$ cat src/pkg/cfg_loader_pkg.sv
// constants shared by the configuration word loader and its register slave
package cfg_loader_pkg;

  // ****************************************
  // sizes
  // ****************************************
  localparam int NUM_PORTS = 3;
  localparam int NUM_WORDS = 8;
  localparam int WORD_W = 16;
  localparam int MEM_ADDR_W = 8;
  localparam int IDX_W = 3;
  localparam int AXI_ADDR_W = 8;
  localparam int CNT_W = 4;

  // ****************************************
  // memory words fetched, index 0 first
  // ****************************************
  // addresses 44h, 50h, 51h, 52h, 53h, 54h, 55h, 60h
  localparam logic [63:0] WORD_ADDR_LIST = 64'h6055_5453_5251_5044;
  localparam logic [IDX_W-1:0] IDX_PHY = 3'h0;
  localparam int IDX_PM_BASE = 1;
  localparam logic [IDX_W-1:0] IDX_P0_MISC = 3'h7;
  localparam logic [IDX_W-1:0] IDX_LAST = 3'h7;
  localparam logic [WORD_W-1:0] WORD_RST = 16'h0000;

  // ****************************************
  // field positions: source lsb, width, destination lsb
  // ****************************************
  localparam int PHY2_SRC = 0, PHY2_W = 5, PHY2_DST = 8;
  localparam int PHY3_SRC = 5, PHY3_W = 7, PHY3_DST = 0;
  localparam int DEEMPH_SRC = 12, DEEMPH_W = 1, DEEMPH_DST = 6;
  localparam int COMPL_SRC = 13, COMPL_W = 1, COMPL_DST = 11;
  localparam int DCNT_SRC = 14, DCNT_W = 2, DCNT_DST = 8;
  localparam int NOSR_SRC = 0, NOSR_W = 1, NOSR_DST = 3;
  localparam int AUX_SRC = 1, AUX_W = 3, AUX_DST = 22;
  localparam int D1_SRC = 4, D1_W = 1, D1_DST = 25;
  localparam int D2_SRC = 5, D2_W = 1, D2_DST = 26;
  localparam int PME_SRC = 6, PME_W = 2, PME_DST = 28;
  localparam int PMDATA_SRC = 8, PMDATA_W = 8, PMDATA_DST = 24;
  localparam int SLOTCLK_SRC = 1, SLOTCLK_W = 1, SLOTCLK_DST = 28;
  localparam int DSI_SRC = 2, DSI_W = 1, DSI_DST = 21;
  localparam int LPVC_SRC = 3, LPVC_W = 1, LPVC_DST = 4;
  localparam int PORTNUM_SRC = 4, PORTNUM_W = 3, PORTNUM_DST = 24;
  localparam int TCMAP_SRC = 9, TCMAP_W = 7, TCMAP_DST = 1;

  // ****************************************
  // register map, byte addresses
  // ****************************************
  localparam logic [AXI_ADDR_W-1:0] REG_CTRL = 8'h00;
  localparam logic [AXI_ADDR_W-1:0] REG_STATUS = 8'h04;
  localparam logic [AXI_ADDR_W-1:0] REG_P2_7C = 8'h08;
  localparam logic [AXI_ADDR_W-1:0] REG_P2_90 = 8'h0C;
  localparam logic [AXI_ADDR_W-1:0] REG_P2_F0 = 8'h10;
  localparam logic [AXI_ADDR_W-1:0] REG_P2_78 = 8'h14;
  localparam logic [AXI_ADDR_W-1:0] REG_P2_8C = 8'h18;
  localparam logic [AXI_ADDR_W-1:0] REG_P0_D0 = 8'h1C;
  localparam logic [AXI_ADDR_W-1:0] REG_P0_144 = 8'h20;
  localparam logic [AXI_ADDR_W-1:0] REG_P0_CC = 8'h24;
  localparam logic [AXI_ADDR_W-1:0] REG_P0_154 = 8'h28;
  localparam logic [AXI_ADDR_W-1:0] REG_PM_CAP_BASE = 8'h30;
  localparam logic [AXI_ADDR_W-1:0] REG_PM_DATA_BASE = 8'h40;
  localparam int CTRL_RELOAD_BIT = 0;
  localparam int STAT_BUSY_BIT = 0;
  localparam int STAT_DONE_BIT = 1;
  localparam int STAT_CNT_LSB = 8;
  localparam logic [1:0] RESP_OKAY = 2'b00;
  localparam logic [1:0] RESP_DECERR = 2'b11;

  // place a field of a memory word at its configuration bit position
  function automatic logic [31:0] fld(input logic [WORD_W-1:0] w, input int src,
                                      input int wid, input int dst);
    logic [WORD_W-1:0] m;
    m = (w >> src) & ((16'h0001 << wid) - 16'h0001);
    fld = 32'(m) << dst;
  endfunction

endpackage

$ cat src/pkg/cfg_loader_if.sv
// carriers between the loader top, its word fetcher and its register slave
interface reg_if;
  logic wr_en;
  logic [7:0] wr_addr;
  logic [31:0] wr_data;
  logic [3:0] wr_strb;
  logic wr_ok;
  logic [7:0] rd_addr;
  logic [31:0] rd_data;
  logic rd_ok;
  modport bus(output wr_en, wr_addr, wr_data, wr_strb, rd_addr, input wr_ok, rd_data, rd_ok);
  modport regs(input wr_en, wr_addr, wr_data, wr_strb, rd_addr, output wr_ok, rd_data, rd_ok);
endinterface

interface word_if;
  logic start;
  logic busy;
  logic done;
  logic word_valid;
  logic [2:0] word_idx;
  logic [15:0] word_data;
  modport fetch(input start, output busy, done, word_valid, word_idx, word_data);
  modport sink(output start, input busy, done, word_valid, word_idx, word_data);
endinterface

$ cat src/verilog/axil_regs_slave.sv
// axi4-lite slave that forwards single accesses to the register file
module axil_regs_slave
  import cfg_loader_pkg::*;
(
  input wire logic clk,
  input wire logic resetn,
  input wire logic [AXI_ADDR_W-1:0] s_axi_awaddr,
  input wire logic s_axi_awvalid,
  output logic s_axi_awready,
  input wire logic [31:0] s_axi_wdata,
  input wire logic [3:0] s_axi_wstrb,
  input wire logic s_axi_wvalid,
  output logic s_axi_wready,
  output logic [1:0] s_axi_bresp,
  output logic s_axi_bvalid,
  input wire logic s_axi_bready,
  input wire logic [AXI_ADDR_W-1:0] s_axi_araddr,
  input wire logic s_axi_arvalid,
  output logic s_axi_arready,
  output logic [31:0] s_axi_rdata,
  output logic [1:0] s_axi_rresp,
  output logic s_axi_rvalid,
  input wire logic s_axi_rready,
  reg_if.bus rb
);

  logic aw_have_q, w_have_q, bvalid_q, rvalid_q;
  logic [AXI_ADDR_W-1:0] awaddr_q;
  logic [31:0] wdata_q, rdata_q;
  logic [3:0] wstrb_q;
  logic [1:0] bresp_q, rresp_q;
  logic do_write, ar_take;

  assign s_axi_awready = !aw_have_q;
  assign s_axi_wready = !w_have_q;
  assign s_axi_arready = !rvalid_q;
  assign do_write = aw_have_q && w_have_q && !bvalid_q;
  assign ar_take = s_axi_arvalid && !rvalid_q;
  assign rb.wr_en = do_write;
  assign rb.wr_addr = awaddr_q;
  assign rb.wr_data = wdata_q;
  assign rb.wr_strb = wstrb_q;
  assign rb.rd_addr = s_axi_araddr;
  assign s_axi_bvalid = bvalid_q;
  assign s_axi_bresp = bresp_q;
  assign s_axi_rvalid = rvalid_q;
  assign s_axi_rresp = rresp_q;
  assign s_axi_rdata = rdata_q;

  always_ff @(posedge clk or negedge resetn)
  begin
    if (!resetn)
    begin
      aw_have_q <= 1'b0;
      w_have_q <= 1'b0;
      awaddr_q <= '0;
      wdata_q <= '0;
      wstrb_q <= '0;
    end
    else
    begin
      if (s_axi_awvalid && !aw_have_q)
      begin
        aw_have_q <= 1'b1;
        awaddr_q <= s_axi_awaddr;
      end
      else if (do_write)
        aw_have_q <= 1'b0;
      if (s_axi_wvalid && !w_have_q)
      begin
        w_have_q <= 1'b1;
        wdata_q <= s_axi_wdata;
        wstrb_q <= s_axi_wstrb;
      end
      else if (do_write)
        w_have_q <= 1'b0;
    end
  end

  always_ff @(posedge clk or negedge resetn)
  begin
    if (!resetn)
    begin
      bvalid_q <= 1'b0;
      bresp_q <= RESP_OKAY;
      rvalid_q <= 1'b0;
      rresp_q <= RESP_OKAY;
      rdata_q <= '0;
    end
    else
    begin
      if (do_write)
      begin
        bvalid_q <= 1'b1;
        bresp_q <= rb.wr_ok ? RESP_OKAY : RESP_DECERR;
      end
      else if (s_axi_bready)
        bvalid_q <= 1'b0;
      if (ar_take)
      begin
        rvalid_q <= 1'b1;
        rresp_q <= rb.rd_ok ? RESP_OKAY : RESP_DECERR;
        rdata_q <= rb.rd_ok ? rb.rd_data : 32'h0000_0000;
      end
      else if (s_axi_rready)
        rvalid_q <= 1'b0;
    end
  end

endmodule

$ cat src/verilog/eeprom_config_field_loader.sv
// configuration memory field loader for words 44h to 60h of a three-port switch
//
// The register offsets and the AXI4-Lite slave port were left to the implementer.
module eeprom_config_field_loader
  import cfg_loader_pkg::*;
(
  input wire logic clk,
  input wire logic resetn,
  input wire logic [AXI_ADDR_W-1:0] s_axi_awaddr,
  input wire logic s_axi_awvalid,
  output logic s_axi_awready,
  input wire logic [31:0] s_axi_wdata,
  input wire logic [3:0] s_axi_wstrb,
  input wire logic s_axi_wvalid,
  output logic s_axi_wready,
  output logic [1:0] s_axi_bresp,
  output logic s_axi_bvalid,
  input wire logic s_axi_bready,
  input wire logic [AXI_ADDR_W-1:0] s_axi_araddr,
  input wire logic s_axi_arvalid,
  output logic s_axi_arready,
  output logic [31:0] s_axi_rdata,
  output logic [1:0] s_axi_rresp,
  output logic s_axi_rvalid,
  input wire logic s_axi_rready,
  output logic mem_rd_req,
  output logic [MEM_ADDR_W-1:0] mem_rd_addr,
  input wire logic [WORD_W-1:0] mem_rd_data,
  input wire logic mem_rd_valid,
  output logic host_cfg_enable,
  output logic [31:0] cfg_p2_7c,
  output logic [31:0] cfg_p2_90,
  output logic [31:0] cfg_p2_f0,
  output logic [31:0] cfg_p2_78,
  output logic [31:0] cfg_p2_8c,
  output logic [31:0] cfg_p0_d0,
  output logic [31:0] cfg_p0_144,
  output logic [31:0] cfg_p0_cc,
  output logic [31:0] cfg_p0_154,
  output logic [NUM_PORTS*32-1:0] cfg_pm_cap,
  output logic [NUM_PORTS*32-1:0] cfg_pm_data
);

  // ****************************************
  // sub-blocks
  // ****************************************
  reg_if rb ();
  word_if wf ();

  axil_regs_slave u_slave (
    .clk(clk),
    .resetn(resetn),
    .s_axi_awaddr(s_axi_awaddr),
    .s_axi_awvalid(s_axi_awvalid),
    .s_axi_awready(s_axi_awready),
    .s_axi_wdata(s_axi_wdata),
    .s_axi_wstrb(s_axi_wstrb),
    .s_axi_wvalid(s_axi_wvalid),
    .s_axi_wready(s_axi_wready),
    .s_axi_bresp(s_axi_bresp),
    .s_axi_bvalid(s_axi_bvalid),
    .s_axi_bready(s_axi_bready),
    .s_axi_araddr(s_axi_araddr),
    .s_axi_arvalid(s_axi_arvalid),
    .s_axi_arready(s_axi_arready),
    .s_axi_rdata(s_axi_rdata),
    .s_axi_rresp(s_axi_rresp),
    .s_axi_rvalid(s_axi_rvalid),
    .s_axi_rready(s_axi_rready),
    .rb(rb.bus)
  );

  word_fetcher u_fetch (
    .clk(clk),
    .resetn(resetn),
    .mem_rd_req(mem_rd_req),
    .mem_rd_addr(mem_rd_addr),
    .mem_rd_data(mem_rd_data),
    .mem_rd_valid(mem_rd_valid),
    .wf(wf.fetch)
  );

  // ****************************************
  // load sequencing
  // ****************************************
  logic start_pend_q;
  logic host_en_q;
  logic [CNT_W-1:0] cnt_q;
  logic reload_wr;

  assign reload_wr = rb.wr_en && rb.wr_addr == REG_CTRL && rb.wr_strb[0]
                     && rb.wr_data[CTRL_RELOAD_BIT];
  assign wf.start = start_pend_q && !wf.busy;
  assign host_cfg_enable = host_en_q;

  // a load is pending from reset; a reload during a load queues one more
  always_ff @(posedge clk or negedge resetn)
  begin
    if (!resetn)
      start_pend_q <= 1'b1;
    else if (reload_wr)
      start_pend_q <= 1'b1;
    else if (wf.start)
      start_pend_q <= 1'b0;
  end

  // host configuration is held off until every word has been placed
  always_ff @(posedge clk or negedge resetn)
  begin
    if (!resetn)
      host_en_q <= 1'b0;
    else
      host_en_q <= wf.done && !wf.busy && !start_pend_q && !wf.word_valid;
  end

  always_ff @(posedge clk or negedge resetn)
  begin
    if (!resetn)
      cnt_q <= '0;
    else if (wf.start)
      cnt_q <= '0;
    else if (wf.word_valid)
      cnt_q <= cnt_q + 4'h1;
  end

  // ****************************************
  // word store
  // ****************************************
  logic [WORD_W-1:0] word_q [NUM_WORDS];

  for (genvar i = 0; i < NUM_WORDS; i++)
  begin : g_word
    always_ff @(posedge clk or negedge resetn)
    begin
      if (!resetn)
        word_q[i] <= WORD_RST;
      else if (wf.word_valid && wf.word_idx == IDX_W'(i))
        word_q[i] <= wf.word_data;
    end
  end

  // ****************************************
  // port 2 physical layer fields
  // ****************************************
  logic [WORD_W-1:0] w_phy;
  logic [WORD_W-1:0] w_misc;

  assign w_phy = word_q[IDX_PHY];
  assign w_misc = word_q[IDX_P0_MISC];

  assign cfg_p2_7c = fld(w_phy, PHY2_SRC, PHY2_W, PHY2_DST);
  assign cfg_p2_90 = fld(w_phy, PHY3_SRC, PHY3_W, PHY3_DST);
  assign cfg_p2_f0 = fld(w_phy, DEEMPH_SRC, DEEMPH_W, DEEMPH_DST);
  assign cfg_p2_78 = fld(w_phy, COMPL_SRC, COMPL_W, COMPL_DST);
  assign cfg_p2_8c = fld(w_phy, DCNT_SRC, DCNT_W, DCNT_DST);

  // ****************************************
  // port 0 slot, channel and numbering fields
  // ****************************************
  logic [31:0] p0_dsi;

  assign cfg_p0_d0 = fld(w_misc, SLOTCLK_SRC, SLOTCLK_W, SLOTCLK_DST);
  assign p0_dsi = fld(w_misc, DSI_SRC, DSI_W, DSI_DST);
  assign cfg_p0_144 = fld(w_misc, LPVC_SRC, LPVC_W, LPVC_DST);
  assign cfg_p0_cc = fld(w_misc, PORTNUM_SRC, PORTNUM_W, PORTNUM_DST);
  assign cfg_p0_154 = fld(w_misc, TCMAP_SRC, TCMAP_W, TCMAP_DST);

  // ****************************************
  // power management fields, one pair of words per port
  // ****************************************
  logic [31:0] pm_cap [NUM_PORTS];
  logic [31:0] pm_data [NUM_PORTS];

  for (genvar p = 0; p < NUM_PORTS; p++)
  begin : g_pm
    logic [WORD_W-1:0] w_cap;
    logic [WORD_W-1:0] w_dat;
    logic [31:0] aux, d1, d2, pme, extra;

    assign w_cap = word_q[IDX_PM_BASE + 2 * p];
    assign w_dat = word_q[IDX_PM_BASE + 2 * p + 1];
    assign aux = fld(w_cap, AUX_SRC, AUX_W, AUX_DST);
    assign d1 = fld(w_cap, D1_SRC, D1_W, D1_DST);
    assign d2 = fld(w_cap, D2_SRC, D2_W, D2_DST);
    assign pme = fld(w_cap, PME_SRC, PME_W, PME_DST);
    // only port 0 carries the device specific init flag
    assign extra = (p == 0) ? p0_dsi : 32'h0000_0000;
    assign pm_cap[p] = aux | d1 | d2 | pme | extra;
    assign pm_data[p] = fld(w_dat, PMDATA_SRC, PMDATA_W, PMDATA_DST)
                        | fld(w_cap, NOSR_SRC, NOSR_W, NOSR_DST);
    assign cfg_pm_cap[p*32 +: 32] = pm_cap[p];
    assign cfg_pm_data[p*32 +: 32] = pm_data[p];
  end

  // ****************************************
  // register decode
  // ****************************************
  // only the control register is writable; loaded fields stay read-only
  function automatic logic mapped(input logic [AXI_ADDR_W-1:0] a);
    logic hit;
    hit = (a == REG_CTRL) || (a == REG_STATUS);
    hit = hit || (a >= REG_P2_7C && a <= REG_P0_154 && a[1:0] == 2'b00);
    for (int p = 0; p < NUM_PORTS; p++)
    begin
      hit = hit || a == REG_PM_CAP_BASE + AXI_ADDR_W'(4 * p);
      hit = hit || a == REG_PM_DATA_BASE + AXI_ADDR_W'(4 * p);
    end
    mapped = hit;
  endfunction

  logic [31:0] status_word;
  logic [31:0] rd_mux;

  assign rb.wr_ok = mapped(rb.wr_addr);
  assign rb.rd_ok = mapped(rb.rd_addr);
  assign rb.rd_data = rd_mux;
  assign status_word = (32'(wf.busy) << STAT_BUSY_BIT) | (32'(host_en_q) << STAT_DONE_BIT)
                       | (32'(cnt_q) << STAT_CNT_LSB);

  always_comb
  begin
    rd_mux = 32'h0000_0000;
    case (rb.rd_addr)
      REG_STATUS: rd_mux = status_word;
      REG_P2_7C: rd_mux = cfg_p2_7c;
      REG_P2_90: rd_mux = cfg_p2_90;
      REG_P2_F0: rd_mux = cfg_p2_f0;
      REG_P2_78: rd_mux = cfg_p2_78;
      REG_P2_8C: rd_mux = cfg_p2_8c;
      REG_P0_D0: rd_mux = cfg_p0_d0;
      REG_P0_144: rd_mux = cfg_p0_144;
      REG_P0_CC: rd_mux = cfg_p0_cc;
      REG_P0_154: rd_mux = cfg_p0_154;
      default: rd_mux = 32'h0000_0000;
    endcase
    for (int p = 0; p < NUM_PORTS; p++)
    begin
      if (rb.rd_addr == REG_PM_CAP_BASE + AXI_ADDR_W'(4 * p))
        rd_mux = pm_cap[p];
      if (rb.rd_addr == REG_PM_DATA_BASE + AXI_ADDR_W'(4 * p))
        rd_mux = pm_data[p];
    end
  end

endmodule

$ cat src/verilog/word_fetcher.sv
// fetches the configuration memory words one after another
module word_fetcher
  import cfg_loader_pkg::*;
(
  input wire logic clk,
  input wire logic resetn,
  output logic mem_rd_req,
  output logic [MEM_ADDR_W-1:0] mem_rd_addr,
  input wire logic [WORD_W-1:0] mem_rd_data,
  input wire logic mem_rd_valid,
  word_if.fetch wf
);

  typedef enum logic {ST_IDLE, ST_FETCH} fetch_state_t;

  fetch_state_t state_q;
  logic [IDX_W-1:0] idx_q;
  logic [MEM_ADDR_W-1:0] addr_q;
  logic done_q;
  logic wvalid_q;
  logic [IDX_W-1:0] widx_q;
  logic [WORD_W-1:0] wdata_q;
  logic [IDX_W-1:0] idx_next;
  logic take;

  assign take = (state_q == ST_FETCH) && mem_rd_valid;
  assign idx_next = idx_q + 3'h1;
  assign mem_rd_req = (state_q == ST_FETCH);
  assign mem_rd_addr = addr_q;
  assign wf.busy = (state_q == ST_FETCH);
  assign wf.done = done_q;
  assign wf.word_valid = wvalid_q;
  assign wf.word_idx = widx_q;
  assign wf.word_data = wdata_q;

  always_ff @(posedge clk or negedge resetn)
  begin
    if (!resetn)
    begin
      state_q <= ST_IDLE;
      idx_q <= '0;
      addr_q <= '0;
      done_q <= 1'b0;
    end
    else
    begin
      case (state_q)
        ST_IDLE:
        begin
          if (wf.start)
          begin
            state_q <= ST_FETCH;
            idx_q <= '0;
            addr_q <= WORD_ADDR_LIST[7:0];
            done_q <= 1'b0;
          end
        end
        ST_FETCH:
        begin
          if (take && idx_q == IDX_LAST)
          begin
            state_q <= ST_IDLE;
            done_q <= 1'b1;
          end
          else if (take)
          begin
            idx_q <= idx_next;
            addr_q <= WORD_ADDR_LIST[32'(idx_next) * 8 +: 8];
          end
        end
        default: state_q <= ST_IDLE;
      endcase
    end
  end

  // one 16-bit word per memory address, handed on as a one-cycle pulse
  always_ff @(posedge clk or negedge resetn)
  begin
    if (!resetn)
    begin
      wvalid_q <= 1'b0;
      widx_q <= '0;
      wdata_q <= WORD_RST;
    end
    else
    begin
      wvalid_q <= take;
      if (take)
      begin
        widx_q <= idx_q;
        wdata_q <= mem_rd_data;
      end
    end
  end

endmodule
$ cat config.mk
export PLATFORM = sky130hd
export DESIGN_NAME = eeprom_config_field_loader
export DESIGN_NICKNAME = d
export VERILOG_FILES = /design/src/pkg/cfg_loader_pkg.sv /design/src/pkg/cfg_loader_if.sv /design/src/verilog/axil_regs_slave.sv /design/src/verilog/eeprom_config_field_loader.sv /design/src/verilog/word_fetcher.sv
export SDC_FILE = /design/constraint.sdc
export NUM_CORES = 1
export LEC_CHECK = 0
export ABC_AREA = 1
export BUFFER_PORTS_ARGS = -buffer_cell sky130_fd_sc_hd__buf_2
export CAP_MARGIN = 20
export CELL_PAD_IN_SITES_DETAIL_PLACEMENT = 2
export CELL_PAD_IN_SITES_GLOBAL_PLACEMENT = 2
export CORE_AREA = 2 2 237 239
export DETAILED_ROUTE_END_ITERATION = 10
export DIE_AREA = 0 0 239 241
export PLACE_DENSITY_LB_ADDON = 0.15
export SLEW_MARGIN = 20
export SYNTH_ARGS = -nofsm -noshare
export SYNTH_HDL_FRONTEND = slang
export SYNTH_SLANG_ARGS = --single-unit
$ cat constraint.sdc
create_clock -name clk -period 2.5 [get_ports clk]
set_input_delay 0.5 -clock clk [delete_from_list [all_inputs] [get_ports clk]]
set_output_delay 0.5 -clock clk [all_outputs]
set_load 0.03 [all_outputs]
==> run summary <==
The flow ran to the end, and the final reports show no timing, DRC or antenna violations. The slack of the worst reg-to-reg path came out at 580 ps. TritonCTS built the clock tree. The longest individual stage delay on the worst path is 470 ps. The final worst-path setup slack is 576.6 ps. The critical path goes through ha_1 -> ha_1 -> nor2_1 -> nor2_2 -> inv_1 -> or2_2.

The worst pin sits at a relative slew slack of 60.27%. For this run, the total global-route usage over all layers was measured as 11.63%. The number of antenna violations at the first check in global routing was 12. In the synthesized netlist the dominant register cell turns out to be dfrtp_1.

The final cell count without fillers is 2061. The worst register-to-register path begins at u_fetch.idx_q[0]$_DFFE_PN0P_. The wire length of the first global-routing pass came out at 48.32 mm. The biggest area consumer among synthesized cells is dfrtp_1. The final critical-path required period is 1923 ps. Compared with the post-synthesis result, the final layout area differs by 7.962%. The die is 241 um tall. The met1 routing resource usage after global routing came out at 14.30%. The register area share after synthesis came out at 39.63%. The wire length reported by the detailed router is 34.60 mm. The initial utilization of the core area, before any placement, comes to 17.73%. The met3 demand-to-capacity share in global routing came out at 3.992%. The tightest min-delay check is of the input pin to async pin type. The number of enable flip-flop cells after synthesis is 0. Global routing finished with a remaining overflow of 0. The number of gates resized after CTS was 0.

The max capacitance violation total came out at 0. Clock latency on the worst-skew pair, taken at its later pin, is 450 ps. The number of buffers inserted by hold repair at cts came out at 0.

The total setup violations reported at the end of the flow came out at 0. The Yosys step of the flow raised 0 warnings. The total design power is 11.58 mW. Sorting the synthesized cells by area gives the leading types as dfrtp_1, buf_4, nand2_1.

The layer flagged by global routing as most heavily used is met2. The detailed-route via count came out at 6819. The quantity of I/O buffers inserted on ports came out at 159.

Counting along the longest clock path gives a buffer depth of 2. The worst setup path is captured at a register. In the final design database the tool counted 1423 nets.

The H-tree depth reported by CTS is 4. The core footprint came out at 0.05488 mm^2. The worst setup path is launched from a register.

The slew at the pin closest to its max-slew limit came out at 594.5 ps. The number of buffers and inverters on the critical path is 1. The floorplan row count is 86. After the first detailed-routing iteration, the DRC count stood at 275.

The worst voltage drop across the vdd grid came out at 0.5013 mV. The floorplan step set the die width to 239 um. The area of all placed cells without fillers is 0.01050 mm^2. The number of detailed-routing iterations run before antenna repair came out at 5.

Cells with a size suffix above 1 make up 17.37% of the layout. The data arrival time at the worst-slack endpoint came out at 2250 ps. Using the TritonRoute via totals, the vias-per-cell ratio works out to 3.309. The hold violation total from the final report is 0.

The final core utilization came out at 19.14%. The kind of cell with the highest combined delay along the critical path is simple AND/OR/NAND/NOR gates. The worst register-to-register path has a depth of 6.

The count of placed standard cells including taps is 2026. The largest individual stage delay along the critical path comes from the cell dfrtp_1. The ratio of final minimum period to clock period came out at 76.94%. The worst register-to-register path ends at u_fetch.mem_rd_addr[6]$_DFFE_PN0P_. In this run the worst setup path begins at u_fetch.idx_q[0]$_DFFE_PN0P_.

Once placement finished, the instance area stood at 0.009899 mm^2. The post-route worst hold slack is 16.40 ps. The post-CTS setup buffer count is 0. The final antenna-violating net count came out at 0. For this run, design rule violations remaining after detail routing come to 0. The mapped cell area came out at 0.009728 mm^2. The share of Yosys cell area claimed by the top area cell type is 39.36%.

The worst setup path category is register to register. The max-slew violation count is 0. The cell count after synthesis came out at 1170. The largest net degree at the start of global routing is 49. The power per cell area came out at 1102 mW/mm^2. The count of pins on the block boundary is 607. The data required time at the worst endpoint came out at 2820 ps. The worst clock skew on the final layout came out at 11.44 ps. The post-synthesis cell type count came out at 35. The final weighted congestion of routability-driven global placement came out at 0.7377.

In this run the static leakage power is 5.693 nW. The total half-perimeter wirelength after legalization and detailed placement is 27.74 mm. The number of flip-flops and latches in the synthesized netlist is 154. The maximum clock frequency came out at 519.9 MHz. Setup repair after global routing left no endpoint under its margin. The most numerous cell type found on the critical path is ha_1. Dividing the detail-routed wire length by the instance count gives 16.79 um.

The accumulated negative setup slack came out at 0 ps. Clock tree synthesis inserted a total of 17 buffers. The die footprint came out at 0.05760 mm^2. The global-route track usage on met2 came out at 19.67%. The clock root buffer master is clkbuf_16. Counting flops with an async set or reset pin after synthesis yields a share of 100.0%. The via count of the first global-routing pass was 6986. The top fanout value on the critical path is 9. The clock slew at the register clock pins of the worst setup and hold paths is 70 ps.

The setup slack at placement is 336.7 ps. The tree built by TritonCTS fans out to 154 sinks. The average cell area after synthesis is 8.315 um^2.
-- final cells by class --
cell class	count	area (um^2)
Sequential cell	154	3855
Clock buffer	19	442.9
Clock inverter	12	150.1
Antenna cell	4	10.01
Fill cell	6593	44380
Multi-Input combinational cell	929	3968
Inverter	65	244.0
Tap cell	704	880.8
Timing Repair Buffer	174	952.2
-- layout by cell type, fill, tap and decap left out, types with 4 or more instances in the layout --
| master | n |
|---|---|
| dfrtp_1 | 153 |
| nand4_1 | 5 |
| inv_1 | 60 |
| clkinv_2 | 4 |
| inv_2 | 4 |
| conb_1 | 413 |
| buf_2 | 158 |
| nor2_1 | 47 |
| o22ai_1 | 7 |
| buf_4 | 12 |
| nor2_4 | 4 |
| clkbuf_16 | 17 |
| nor3_1 | 4 |
| o21ai_0 | 121 |
| diode_2 | 4 |
| mux2_2 | 9 |
| nor2_2 | 7 |
| nand2_1 | 247 |
| nand3_1 | 20 |
| ha_1 | 6 |
| a21oi_1 | 20 |
-- cells in the mapped netlist (2+ instances only) --
library cell and count:
nand4_1 5, a31oi_1 2, nor2_2 7, o22ai_1 7, buf_2 2, nand3_1 20, nand2_1 247, nor2_1 47
mux2_2 9, nor3_1 4, inv_2 4, o31ai_1 2, inv_1 60, ha_1 6, nor2_4 4, dfrtp_1 153
clkbuf_1 14, nor4_1 3, buf_6 2, nand2_2 3, a21oi_1 20, o21ai_0 121, buf_4 416
-- worst max path at each step --
stage	to	slack (ps)	depth (start not counted)
final	u_fetch.mem_rd_addr[6]$_DFFE_PN0P_	580	6
after global routing	u_fetch.mem_rd_addr[6]$_DFFE_PN0P_	370	6
after CTS	u_fetch.mem_rd_addr[6]$_DFFE_PN0P_	510	6
after detailed placement	u_slave.s_axi_rdata[31]$_DFFE_PN0P_	340	10
after global placement	u_slave.s_axi_rdata[3]$_DFFE_PN0P_	340	10
after floorplan	u_fetch.mem_rd_addr[6]$_DFFE_PN0P_	910	6
-- where the power goes --
| part | total (mW) | switching, mW | internal [mW] |
|---|---|---|---|
| Sequential | 4.12 | 0.757 | 3.37 |
| Clock | 2.75 | 1.16 | 1.59 |
| Combinational | 4.70 | 3.72 | 0.989 |
-- per-layer routing --
layer  vias up  share of wire, %
met1      3328                41
met3        27               7.4
met4        14              0.87
met2       248                50
li1       3202                 -
met5         -              0.27
-- cell families (layout without fill, tap and decap cells) --
logic type	after synthesis	after routing	synth area share, %
buf+inv	499	270	35.49
other cells	1	417	0.03855
fa+ha+maj	6	6	0.7717
compound gates	157	157	8.412
mux	9	9	1.042
flops	154	154	39.63
xor+xnor	1	1	0.09005
simple gates	343	343	14.53
-- sequential cells by signal, summed over array words and instances, names as in the netlist, 3 cells and up --
register,cells
cnt_q,4
g_pm.w_cap,24
g_pm.w_dat,24
u_fetch.idx_q,3
u_fetch.mem_rd_addr,6
u_fetch.wf.word_data,16
u_fetch.wf.word_idx,3
u_slave.rb.wr_addr,8
u_slave.s_axi_rdata,24
w_misc,13
w_phy,16
Note: power is estimated with default switching activity, not from simulation.
